$ cat config.mk
export PLATFORM = sky130hd
export DESIGN_NAME = oss_ctrl
export DESIGN_NICKNAME = d
export VERILOG_FILES = /design/src/design/oss_pkg.sv /design/src/design/oss_sync.sv /design/src/design/oss_ctrl.sv
export SDC_FILE = /design/constraint.sdc
export NUM_CORES = 1
export LEC_CHECK = 0
export BUFFER_PORTS_ARGS = -buffer_cell sky130_fd_sc_hd__buf_4
export CAP_MARGIN = 25
export CORE_MARGIN = 5
export CORE_UTILIZATION = 48
export CTS_CLUSTER_SIZE = 12
export DETAILED_ROUTE_END_ITERATION = 8
export GPL_TIMING_DRIVEN = 0
export PLACE_DENSITY = 0.79
export SYNTH_ARGS = -nofsm -noshare
export SYNTH_HDL_FRONTEND = slang
export SYNTH_HIERARCHICAL = 1
export SYNTH_SLANG_ARGS = --single-unit
$ cat constraint.sdc
create_clock -name MCLK_I -period 2.2 [get_ports MCLK_I]
set_input_delay 0.44 -clock MCLK_I [delete_from_list [all_inputs] [get_ports MCLK_I]]
set_output_delay 0.44 -clock MCLK_I [all_outputs]
set_load 0.05 [all_outputs]
$ cat src/design/oss_pkg.sv
// ----------------------------------------------------------------
// Oscillator select and status constants
// ----------------------------------------------------------------
package oss_pkg;

	// Clock of the register side, in MHz
	localparam int unsigned OSS_CLK_MHZ = 250;

	// Register indices; byte address is four times the index
	localparam logic [7:0] OSS_IDX_CTRL = 8'h1c;
	localparam logic [7:0] OSS_IDX_STAT = 8'h1d;
	localparam logic [7:0] OSS_IDX_KEY = 8'h1f;
	localparam logic [7:0] OSS_IDX_OUT = 8'h3f;

	// Key values
	localparam logic [7:0] OSS_KEY_OSC = 8'ha1;
	localparam logic [7:0] OSS_KEY_CLEARED = 8'h00;

	// Control field positions
	localparam int unsigned OSS_C_SRC = 7;
	localparam int unsigned OSS_C_AUTOCAL_MODE_FIELD_HI = 6;
	localparam int unsigned OSS_C_AUTOCAL_MODE_FIELD_LO = 5;
	localparam int unsigned OSS_C_AOS = 4;
	localparam int unsigned OSS_C_FOS = 3;
	localparam int unsigned OSS_C_RSVD = 2;
	localparam int unsigned OSS_C_OSC_FAIL_IRQ_ENABLE = 1;
	localparam int unsigned OSS_C_AUTOCAL_FAIL_IRQ_ENABLE = 0;

	// Status field positions
	localparam int unsigned OSS_S_TRIM_HI = 7;
	localparam int unsigned OSS_S_TRIM_LO = 6;
	localparam int unsigned OSS_S_LOCK = 5;
	localparam int unsigned OSS_S_MODE = 4;
	localparam int unsigned OSS_S_OF = 1;
	localparam int unsigned OSS_S_ACF = 0;

	// Second output register field position
	localparam int unsigned OSS_O_LEVEL = 0;

	// Values after reset
	localparam logic [7:0] OSS_CTRL_RST = 8'h00;
	localparam logic [1:0] OSS_TRIM_RST = 2'h0;
	localparam logic OSS_LOCK_RST = 1'b1;
	localparam logic OSS_MODE_RST = 1'b0;
	localparam logic OSS_OF_RST = 1'b1;
	localparam logic OSS_ACF_RST = 1'b0;
	localparam logic OSS_LEVEL_RST = 1'b0;

	// Crystal slow-down per trim step, in ppm
	localparam int unsigned OSS_TRIM_PPM_STEP = 122;

	// Synchroniser depth for pin inputs
	localparam int unsigned OSS_SYNC_STAGES = 3;

endpackage : oss_pkg

$ cat src/design/oss_sync.sv
`timescale 1ns/1ns
// ----------------------------------------------------------------
// Three-flop pin synchroniser with agreement filter
// ----------------------------------------------------------------
module oss_sync #(
	parameter int unsigned WIDTH = 5
) (
	input wire logic clk_i,
	input wire logic rst_i,
	input wire logic [WIDTH-1:0] async_i,
	output logic [WIDTH-1:0] sync_o
);
	import oss_pkg::*;

	if (WIDTH < 1) begin : g_chk
		$error("oss_sync needs WIDTH of at least 1");
	end

	for (genvar i = 0; i < WIDTH; i++) begin : g_bit
		logic [OSS_SYNC_STAGES-1:0] sh_r;
		logic [OSS_SYNC_STAGES-1:0] sh_nxt;
		logic out_r;
		logic out_nxt;

		// Stage one feeds only stage two; the filter reads two and three
		always_comb begin
			sh_nxt = {sh_r[OSS_SYNC_STAGES-2:0], async_i[i]};
			out_nxt = (sh_r[1] == sh_r[2]) ? sh_r[2] : out_r;
		end

		always_ff @(posedge clk_i) begin
			if (rst_i) begin
				sh_r <= '0;
				out_r <= 1'b0;
			end else begin
				sh_r <= sh_nxt;
				out_r <= out_nxt;
			end
		end

		assign sync_o[i] = out_r;
	end

endmodule : oss_sync

$ cat src/design/oss_ctrl.sv
// The APB interface to the registers is this design's own decision.
`timescale 1ns/1ns
module oss_ctrl #(
	parameter int unsigned ADDR_W = 10
) (
	input wire logic MCLK_I,
	input wire logic RESET_I,
	input wire logic PSEL_I,
	input wire logic PENABLE_I,
	input wire logic PWRITE_I,
	input wire logic [ADDR_W-1:0] PADDR_I,
	input wire logic [31:0] PWDATA_I,
	output logic [31:0] PRDATA_O,
	output logic PREADY_O,
	output logic PSLVERR_O,
	input wire logic XT_RUNNING_I,
	input wire logic ON_BATTERY_I,
	input wire logic XT_SLOW_I,
	input wire logic RC_RANGE_FAIL_I,
	input wire logic XT_NO_START_I,
	output logic ACTIVE_SOURCE_RC_O,
	output logic [1:0] CRYSTAL_SLOW_TRIM_O,
	output logic AUTOCAL_START_O,
	output logic [1:0] AUTOCAL_MODE_O,
	output logic SECOND_OUTPUT_PIN_O,
	output logic IRQ_O
);
	import oss_pkg::*;

	if (ADDR_W < 10) begin : g_chk
		$error("oss_ctrl needs ADDR_W of at least 10");
	end

	// ----------------------------------------------------------------
	// Pin inputs
	// ----------------------------------------------------------------
	logic [4:0] pins_s;
	logic xt_run_s;
	logic batt_s;
	logic xt_slow_s;
	logic rc_fail_s;
	logic xt_nostart_s;

	// All five come from the analog side with no relation to MCLK
	oss_sync #(
		.WIDTH(5)
	) u_sync (
		.clk_i(MCLK_I),
		.rst_i(RESET_I),
		.async_i({XT_RUNNING_I, ON_BATTERY_I, XT_SLOW_I, RC_RANGE_FAIL_I, XT_NO_START_I}),
		.sync_o(pins_s)
	);

	assign {xt_run_s, batt_s, xt_slow_s, rc_fail_s, xt_nostart_s} = pins_s;

	// ----------------------------------------------------------------
	// APB decode
	// ----------------------------------------------------------------
	logic access;
	logic aligned;
	logic hit_ctrl;
	logic hit_stat;
	logic hit_key;
	logic hit_out;
	logic mapped;
	logic wr_commit;
	logic high_zero;

	// Address bits above the map must be zero; a ten-bit bus has none,
	// so no reversed part-select is ever built
	if (ADDR_W > 10) begin : g_hi
		assign high_zero = (PADDR_I[ADDR_W-1:10] == '0);
	end else begin : g_nohi
		assign high_zero = 1'b1;
	end

	// Word-aligned index match; byte address is index times four
	assign access = PSEL_I & PENABLE_I;
	assign aligned = (PADDR_I[1:0] == 2'h0) && high_zero;
	assign hit_ctrl = aligned && (PADDR_I[9:2] == OSS_IDX_CTRL);
	assign hit_stat = aligned && (PADDR_I[9:2] == OSS_IDX_STAT);
	assign hit_key = aligned && (PADDR_I[9:2] == OSS_IDX_KEY);
	assign hit_out = aligned && (PADDR_I[9:2] == OSS_IDX_OUT);
	assign mapped = hit_ctrl | hit_stat | hit_key | hit_out;
	// Writes land only at the edge where PREADY is seen high
	assign wr_commit = access & PREADY_O & PWRITE_I & mapped;

	// ----------------------------------------------------------------
	// Register state
	// ----------------------------------------------------------------
	logic [7:0] ctrl_r;
	logic [7:0] ctrl_nxt;
	logic [7:0] key_r;
	logic [7:0] key_nxt;
	logic [1:0] trim_r;
	logic [1:0] trim_nxt;
	logic lock_r;
	logic lock_nxt;
	logic mode_r;
	logic mode_nxt;
	logic of_r;
	logic of_nxt;
	logic acf_r;
	logic acf_nxt;
	logic level_r;
	logic level_nxt;
	logic autocal_mode_field_go_r;
	logic autocal_mode_field_go_nxt;
	logic irq_r;
	logic irq_nxt;
	logic key_ok;
	logic rc_want;

	assign key_ok = (key_r == OSS_KEY_OSC);

	// Control register and calibration start
	always_comb begin
		ctrl_nxt = ctrl_r;
		autocal_mode_field_go_nxt = 1'b0;
		if (wr_commit && hit_ctrl && key_ok) begin
			ctrl_nxt = PWDATA_I[7:0];
			ctrl_nxt[OSS_C_RSVD] = 1'b0;
			autocal_mode_field_go_nxt = (PWDATA_I[OSS_C_AUTOCAL_MODE_FIELD_HI:OSS_C_AUTOCAL_MODE_FIELD_LO] != 2'h0);
		end
	end

	// Key is single-use: any write to a mapped register wipes it unless it is the key write
	always_comb begin
		key_nxt = key_r;
		if (wr_commit) begin
			key_nxt = hit_key ? PWDATA_I[7:0] : OSS_KEY_CLEARED;
		end
	end

	// Status writable fields; no key needed here
	always_comb begin
		trim_nxt = trim_r;
		lock_nxt = lock_r;
		if (wr_commit && hit_stat) begin
			trim_nxt = PWDATA_I[OSS_S_TRIM_HI:OSS_S_TRIM_LO];
			lock_nxt = PWDATA_I[OSS_S_LOCK];
		end
	end

	// Sticky flags: a detection in the clearing cycle wins
	always_comb begin
		of_nxt = of_r;
		acf_nxt = acf_r;
		if (wr_commit && hit_stat && !PWDATA_I[OSS_S_OF]) begin
			of_nxt = 1'b0;
		end
		if (wr_commit && hit_stat && !PWDATA_I[OSS_S_ACF]) begin
			acf_nxt = 1'b0;
		end
		if (xt_slow_s) begin
			of_nxt = 1'b1;
		end
		if (rc_fail_s || xt_nostart_s) begin
			acf_nxt = 1'b1;
		end
	end

	// Second output level; a set attempt under lock is dropped
	always_comb begin
		level_nxt = level_r;
		if (wr_commit && hit_out) begin
			if (!(PWDATA_I[OSS_O_LEVEL] && lock_r)) begin
				level_nxt = PWDATA_I[OSS_O_LEVEL];
			end
		end
	end

	// Source selection; RC reasons are ORed together
	assign rc_want = ctrl_r[OSS_C_SRC]
		| (ctrl_r[OSS_C_AOS] & batt_s)
		| (ctrl_r[OSS_C_FOS] & xt_slow_s);

	// Stay where we are if the crystal is wanted but dead
	always_comb begin
		if (rc_want) begin
			mode_nxt = 1'b1;
		end else if (xt_run_s) begin
			mode_nxt = 1'b0;
		end else begin
			mode_nxt = mode_r;
		end
	end

	// Interrupt request from flags and enables
	always_comb begin
		irq_nxt = (of_r & ctrl_r[OSS_C_OSC_FAIL_IRQ_ENABLE])
			| (acf_r & ctrl_r[OSS_C_AUTOCAL_FAIL_IRQ_ENABLE]);
	end

	// Register all control state
	always_ff @(posedge MCLK_I) begin
		if (RESET_I) begin
			ctrl_r <= OSS_CTRL_RST;
			key_r <= OSS_KEY_CLEARED;
			trim_r <= OSS_TRIM_RST;
			lock_r <= OSS_LOCK_RST;
			mode_r <= OSS_MODE_RST;
			of_r <= OSS_OF_RST;
			acf_r <= OSS_ACF_RST;
			level_r <= OSS_LEVEL_RST;
			autocal_mode_field_go_r <= 1'b0;
			irq_r <= 1'b0;
		end else begin
			ctrl_r <= ctrl_nxt;
			key_r <= key_nxt;
			trim_r <= trim_nxt;
			lock_r <= lock_nxt;
			mode_r <= mode_nxt;
			of_r <= of_nxt;
			acf_r <= acf_nxt;
			level_r <= level_nxt;
			autocal_mode_field_go_r <= autocal_mode_field_go_nxt;
			irq_r <= irq_nxt;
		end
	end

	// ----------------------------------------------------------------
	// APB answer
	// ----------------------------------------------------------------
	logic ready_r;
	logic ready_nxt;
	logic [31:0] rdata_r;
	logic [31:0] rdata_nxt;
	logic slverr_r;
	logic slverr_nxt;
	logic [7:0] stat_view;

	// Indicator is only meaningful while the clocks run
	always_comb begin
		stat_view = 8'h00;
		stat_view[OSS_S_TRIM_HI:OSS_S_TRIM_LO] = trim_r;
		stat_view[OSS_S_LOCK] = lock_r;
		stat_view[OSS_S_MODE] = mode_r;
		stat_view[OSS_S_OF] = of_r;
		stat_view[OSS_S_ACF] = acf_r;
	end

	// One wait state so that every bus output is a flop
	always_comb begin
		ready_nxt = access & ~ready_r;
		rdata_nxt = 32'h0000_0000;
		slverr_nxt = 1'b0;
		if (access && !ready_r) begin
			slverr_nxt = ~mapped;
			if (!PWRITE_I) begin
				unique case (1'b1)
					hit_ctrl: rdata_nxt = {24'h00_0000, ctrl_r};
					hit_stat: rdata_nxt = {24'h00_0000, stat_view};
					hit_key: rdata_nxt = {24'h00_0000, key_r};
					hit_out: rdata_nxt = {31'h0000_0000, level_r};
					default: rdata_nxt = 32'h0000_0000;
				endcase
			end
		end
	end

	// Answer flops
	always_ff @(posedge MCLK_I) begin
		if (RESET_I) begin
			ready_r <= 1'b0;
			rdata_r <= 32'h0000_0000;
			slverr_r <= 1'b0;
		end else begin
			ready_r <= ready_nxt;
			rdata_r <= rdata_nxt;
			slverr_r <= slverr_nxt;
		end
	end

	// ----------------------------------------------------------------
	// Outputs
	// ----------------------------------------------------------------
	assign PRDATA_O = rdata_r;
	assign PREADY_O = ready_r;
	assign PSLVERR_O = slverr_r;
	assign ACTIVE_SOURCE_RC_O = mode_r;
	assign CRYSTAL_SLOW_TRIM_O = trim_r;
	assign AUTOCAL_START_O = autocal_mode_field_go_r;
	assign AUTOCAL_MODE_O = ctrl_r[OSS_C_AUTOCAL_MODE_FIELD_HI:OSS_C_AUTOCAL_MODE_FIELD_LO];
	assign SECOND_OUTPUT_PIN_O = level_r;
	assign IRQ_O = irq_r;

endmodule : oss_ctrl

==> summary by stage <==
Status
The run finished with clean final reports.

Die
The die is 80.80 µm tall. The area of the die is between 6000 and 7000 µm². The width of the chip is 80.80 µm.

The initial standard-cell utilization of the core is 0.5027. The floorplan has 25 rows. 94 I/O pins were placed. The total area inside the core boundary comes to 4786 µm².

Logic synthesis
After synthesis, the largest family of logic cells by area is simple AND/OR/NAND/NOR gates. Summing every instance area after synthesis gives between 2000 and 2500 µm². Of the total synthesized cell area, the portion taken by XOR and XNOR cells is 0. Of the total synthesized cell area, the portion taken by AND, OR, NAND and NOR gates is 0.2376. Of the total synthesized cell area, the portion taken by full adders, half adders and majority gates is 0. Counting distinct cell types in the post-synthesis netlist gives 39. The portion of the post-synthesis area used by sequential elements is 0.4493. The per-instance average area after synthesis is approximately 9.6 µm².

The synthesized design contains 54 register bits. After synthesis, the share of cell area in mux cells is 0.07280. The Yosys step of the flow raised 6 warnings. The area fraction in compound gates after synthesis is 0.1066. Synthesis handed over a netlist of 250 instances.

Routing
The routed metal-1 wire length is between 2000 and 2500 µm. The first-iteration detailed-routing DRC count is 139. The sum of met2 wire segment lengths after detailed routing is about 2700 µm. For this block, the routed nets add up to around 5200 µm of wire. The number of remaining DRC errors is 0.

In the final routed layout, each cell accounts on average for between 10 and 15 µm. The detail route stage leaves a number of antenna-violating nets equal to 0. The number of detailed-route iterations in the first pass is 4. Dividing the detail-routed via count by the number of cells gives approximately 5. The detailed router used layers up to and including met4. The routed via count is around 1900.

The routed design uses between 300 and 400 µm of met3 wire.

Setup path
The worst setup path is captured at a flop. The largest driver fanout on the critical path is 7. STA classifies the critical path startpoint as a primary input. Data on the critical path is required at its endpoint by ~2.5 ns.

The critical path is of the in -> reg type. The launching instance or port of the critical path is PADDR_I[7]. The critical path arrival is 2.18 ns.

The worst flop-to-flop path startpoint is key_r[5]. The register-to-register path setup slack is 0.43 ns.

Power
The power density relative to cell area is just over 600 nW/µm². The maximum vdd drop is around 0.53 mV. For this design the static power due to leakage is between 1 and 1.5 nW.

Clock network
The maximum level of the CTS H-tree is 2. TritonCTS built the clock tree. The clock latency at the later pin of the worst-skew pair is slightly above 0.3 ns. After clock tree synthesis, the clock-pin slew on the worst setup and hold paths is around 0.10 ns.

The clock buffer count from CTS is 5. No sink is reached through more buffers than the 2 on the longest clock path. The tree is rooted in a clkbuf_8. The clock drives 54 sinks.

GRT
The first global-routing pass estimated about 8300 µm of wire. The total overflow reported by the global router is 0. The initial antenna violation count is 0. The via count of the first global-routing pass came to between 1500 and 2000.

The all-layer global routing usage is 0.1676. The maximum number of pins on one net before global-route repair is 17.

Final layout
The final design area excluding fillers is 3025 µm². From synthesis to final layout, the design area changed by 25.74%. The number of antenna diodes is 0. The footprint of the multi-input gates is around 1100 µm². The count of fill cells added during filler insertion is about 450. The fraction of layout cells with a size suffix above 1 is 0.3620.

The utilization after layout is 0.6322. The net count reported at finish is between 300 and 400. Once layout is complete, the cells apart from fillers number slightly below 400.

In the final layout, flip-flops and latches occupy approximately 1100 µm².

Placed design
The placed instances occupy a cell area of ~2900 µm². The placer's final routability congestion estimate is roughly 0.9. Input and output buffers added on the ports amount to between 40 and 50. The detailed-placement wirelength estimate is ~4000 µm.

The cell count after placement is roughly 390.

Timing
At the pin with the least slew margin, the transition time is between 0.8 and 0.9 ns. The worst pin sits at a relative slew slack of 0.4253. The worst setup skew after layout is 0.01439 ns. The worst path in the final design needs a cycle of 1.934 ns, including I/O delays and setup. Setup repair after global routing left no endpoint under its margin.

The max-slew violation total from the final report came to 0. The total count of hold-check failures in the final report is 0. The portion of the clock cycle consumed by the worst path in the final layout is 0.8792.

Setup violations remaining at the end of the flow were counted as 0. The highest clock frequency the design can meet is roughly 520 MHz.

Min path
The source of the worst hold timing path is XT_SLOW_I. The path type of the worst min-delay path is in -> reg.

Run
The max-capacitance violation count is 0.
[critical path: stages]
cell	delay (ns)
buf_4	0.13
or4b_4	0.58
nor3_1	0.72
nand3b_1	0.14
mux2i_1	0.16
[cells in the mapped netlist]
cell type | number | share of area
nor2_1 | 15 | 0.023
nor4_2 | 1 | 0.0052
nor4b_1 | 2 | 0.0073
or4_1 | 1 | 0.0031
mux2_2 | 4 | 0.019
or4b_4 | 1 | 0.0057
clkbuf_1 | 6 | 0.0094
and4_1 | 1 | 0.0036
dfxtp_1 | 54 | 0.45
nand3b_1 | 5 | 0.016
a22oi_1 | 7 | 0.022
nand3_1 | 11 | 0.023
o21ai_0 | 12 | 0.025
a211o_1 | 1 | 0.0036
nand2_1 | 11 | 0.017
nor3_1 | 4 | 0.0083
buf_2 | 2 | 0.0042
nor2b_2 | 13 | 0.047
nor2b_4 | 2 | 0.011
nand2b_1 | 9 | 0.023
nor4bb_1 | 1 | 0.0042
a31oi_1 | 1 | 0.0026
nand4bb_1 | 2 | 0.0094
o21ai_1 | 3 | 0.0062
buf_1 | 1 | 0.0016
nor2b_1 | 1 | 0.0026
or4_4 | 1 | 0.0047
or4b_2 | 1 | 0.0042
mux2i_1 | 13 | 0.054
and3_1 | 3 | 0.0078
buf_6 | 3 | 0.014
nand4_1 | 1 | 0.0026
o32a_1 | 1 | 0.0042
nor4_1 | 3 | 0.0078
a21oi_1 | 12 | 0.025
a21oi_2 | 5 | 0.018
buf_4 | 31 | 0.097
conb_1 | 1 | 0.0016
inv_1 | 4 | 0.0062
[cell type report]
cell class,instances,area share
flip-flops and latches,54,0.3573
well taps,67,0.02771
multi-input cells,172,0.3635
inverters,4,0.004963
repair buffers,45,0.1117
clock inverters,1,0.002895
plain buffers,43,0.1001
clock buffers,7,0.03184
[where the power goes]
| part | internal (mW) | switching, mW | leakage (nW) |
|---|---|---|---|
| clock | 0.289 | 0.313 | 0.0544 |
| combinational | 0.0912 | 0.153 | 0.780 |
| sequential | 0.989 | 0.00428 | 0.438 |
| total | 1.37 | 0.470 | 1.27 |
[placed cells by master (no fill, tap or decap), types with 11 or more instances in the layout]
| cell | n |
|---|---|
| nor2b_2 | 13 |
| nor2_1 | 15 |
| conb_1 | 24 |
| a21oi_1 | 12 |
| dfxtp_1 | 54 |
| mux2i_1 | 13 |
| nand2_1 | 11 |
| buf_4 | 76 |
| nand3_1 | 11 |
| o21ai_0 | 12 |
[state kept, by name (all words and copies together), names as in the netlist, 2 cells and up]
signal               flops
CRYSTAL_SLOW_TRIM_O      2
PRDATA_O                 8
ctrl_r                   7
key_r                    8
u_sync/g_bit.out_r       5
u_sync/g_bit.sh_r       15
[through the flow]
stage	setup WS [ns]	TNS (ns)	hold slack (ns)	power [mW]
2_1_floorplan	0.1556	0	0.4148	1.194
3_3_place_gp	-0.09250	-0.5427	0.4167	1.255
3_5_place_dp	-0.1391	-0.9460	0.4251	1.258
4_1_cts	0.1729	0	0.3305	1.854
5_1_grt	0.1265	0	0.3432	1.914
6_report	0.2658	0	0.3409	1.840
[routing by layer]
layer	vias to the layer above	global-route usage
met5	-	0
met1	895	0.1902
li1	960	-
met2	63	0.2931
met4	0	0.08784
met3	9	0.03659
[repair_timing]
| item | in CTS | in global routing |
|---|---|---|
| hold buffers | 0 | 0 |
| setup buffers | 0 | 0 |
| setup endpoints to repair | 0 | 2 |
| gates resized for setup | 0 | 1 |
[cells by family (layout without fill, tap and decap cells)]
kind of cell,Yosys count,in the layout
and+or+nand+nor,89,89
buffers and inverters,47,100
AOI/OAI and AO/OA,42,42
other,1,24
muxes,17,17
DFF,54,54
[path summary, 6_finish.rpt]
kind	endpoint	depth (start not counted)
min	u_sync/g_bit[2].sh_r[0]	2
max	key_r[4]	5
min reg2reg	u_sync/g_bit[1].sh_r[1]	1
max reg2reg	ctrl_r[7]	5
No activity file was read; power rests on OpenSTA's default activity.
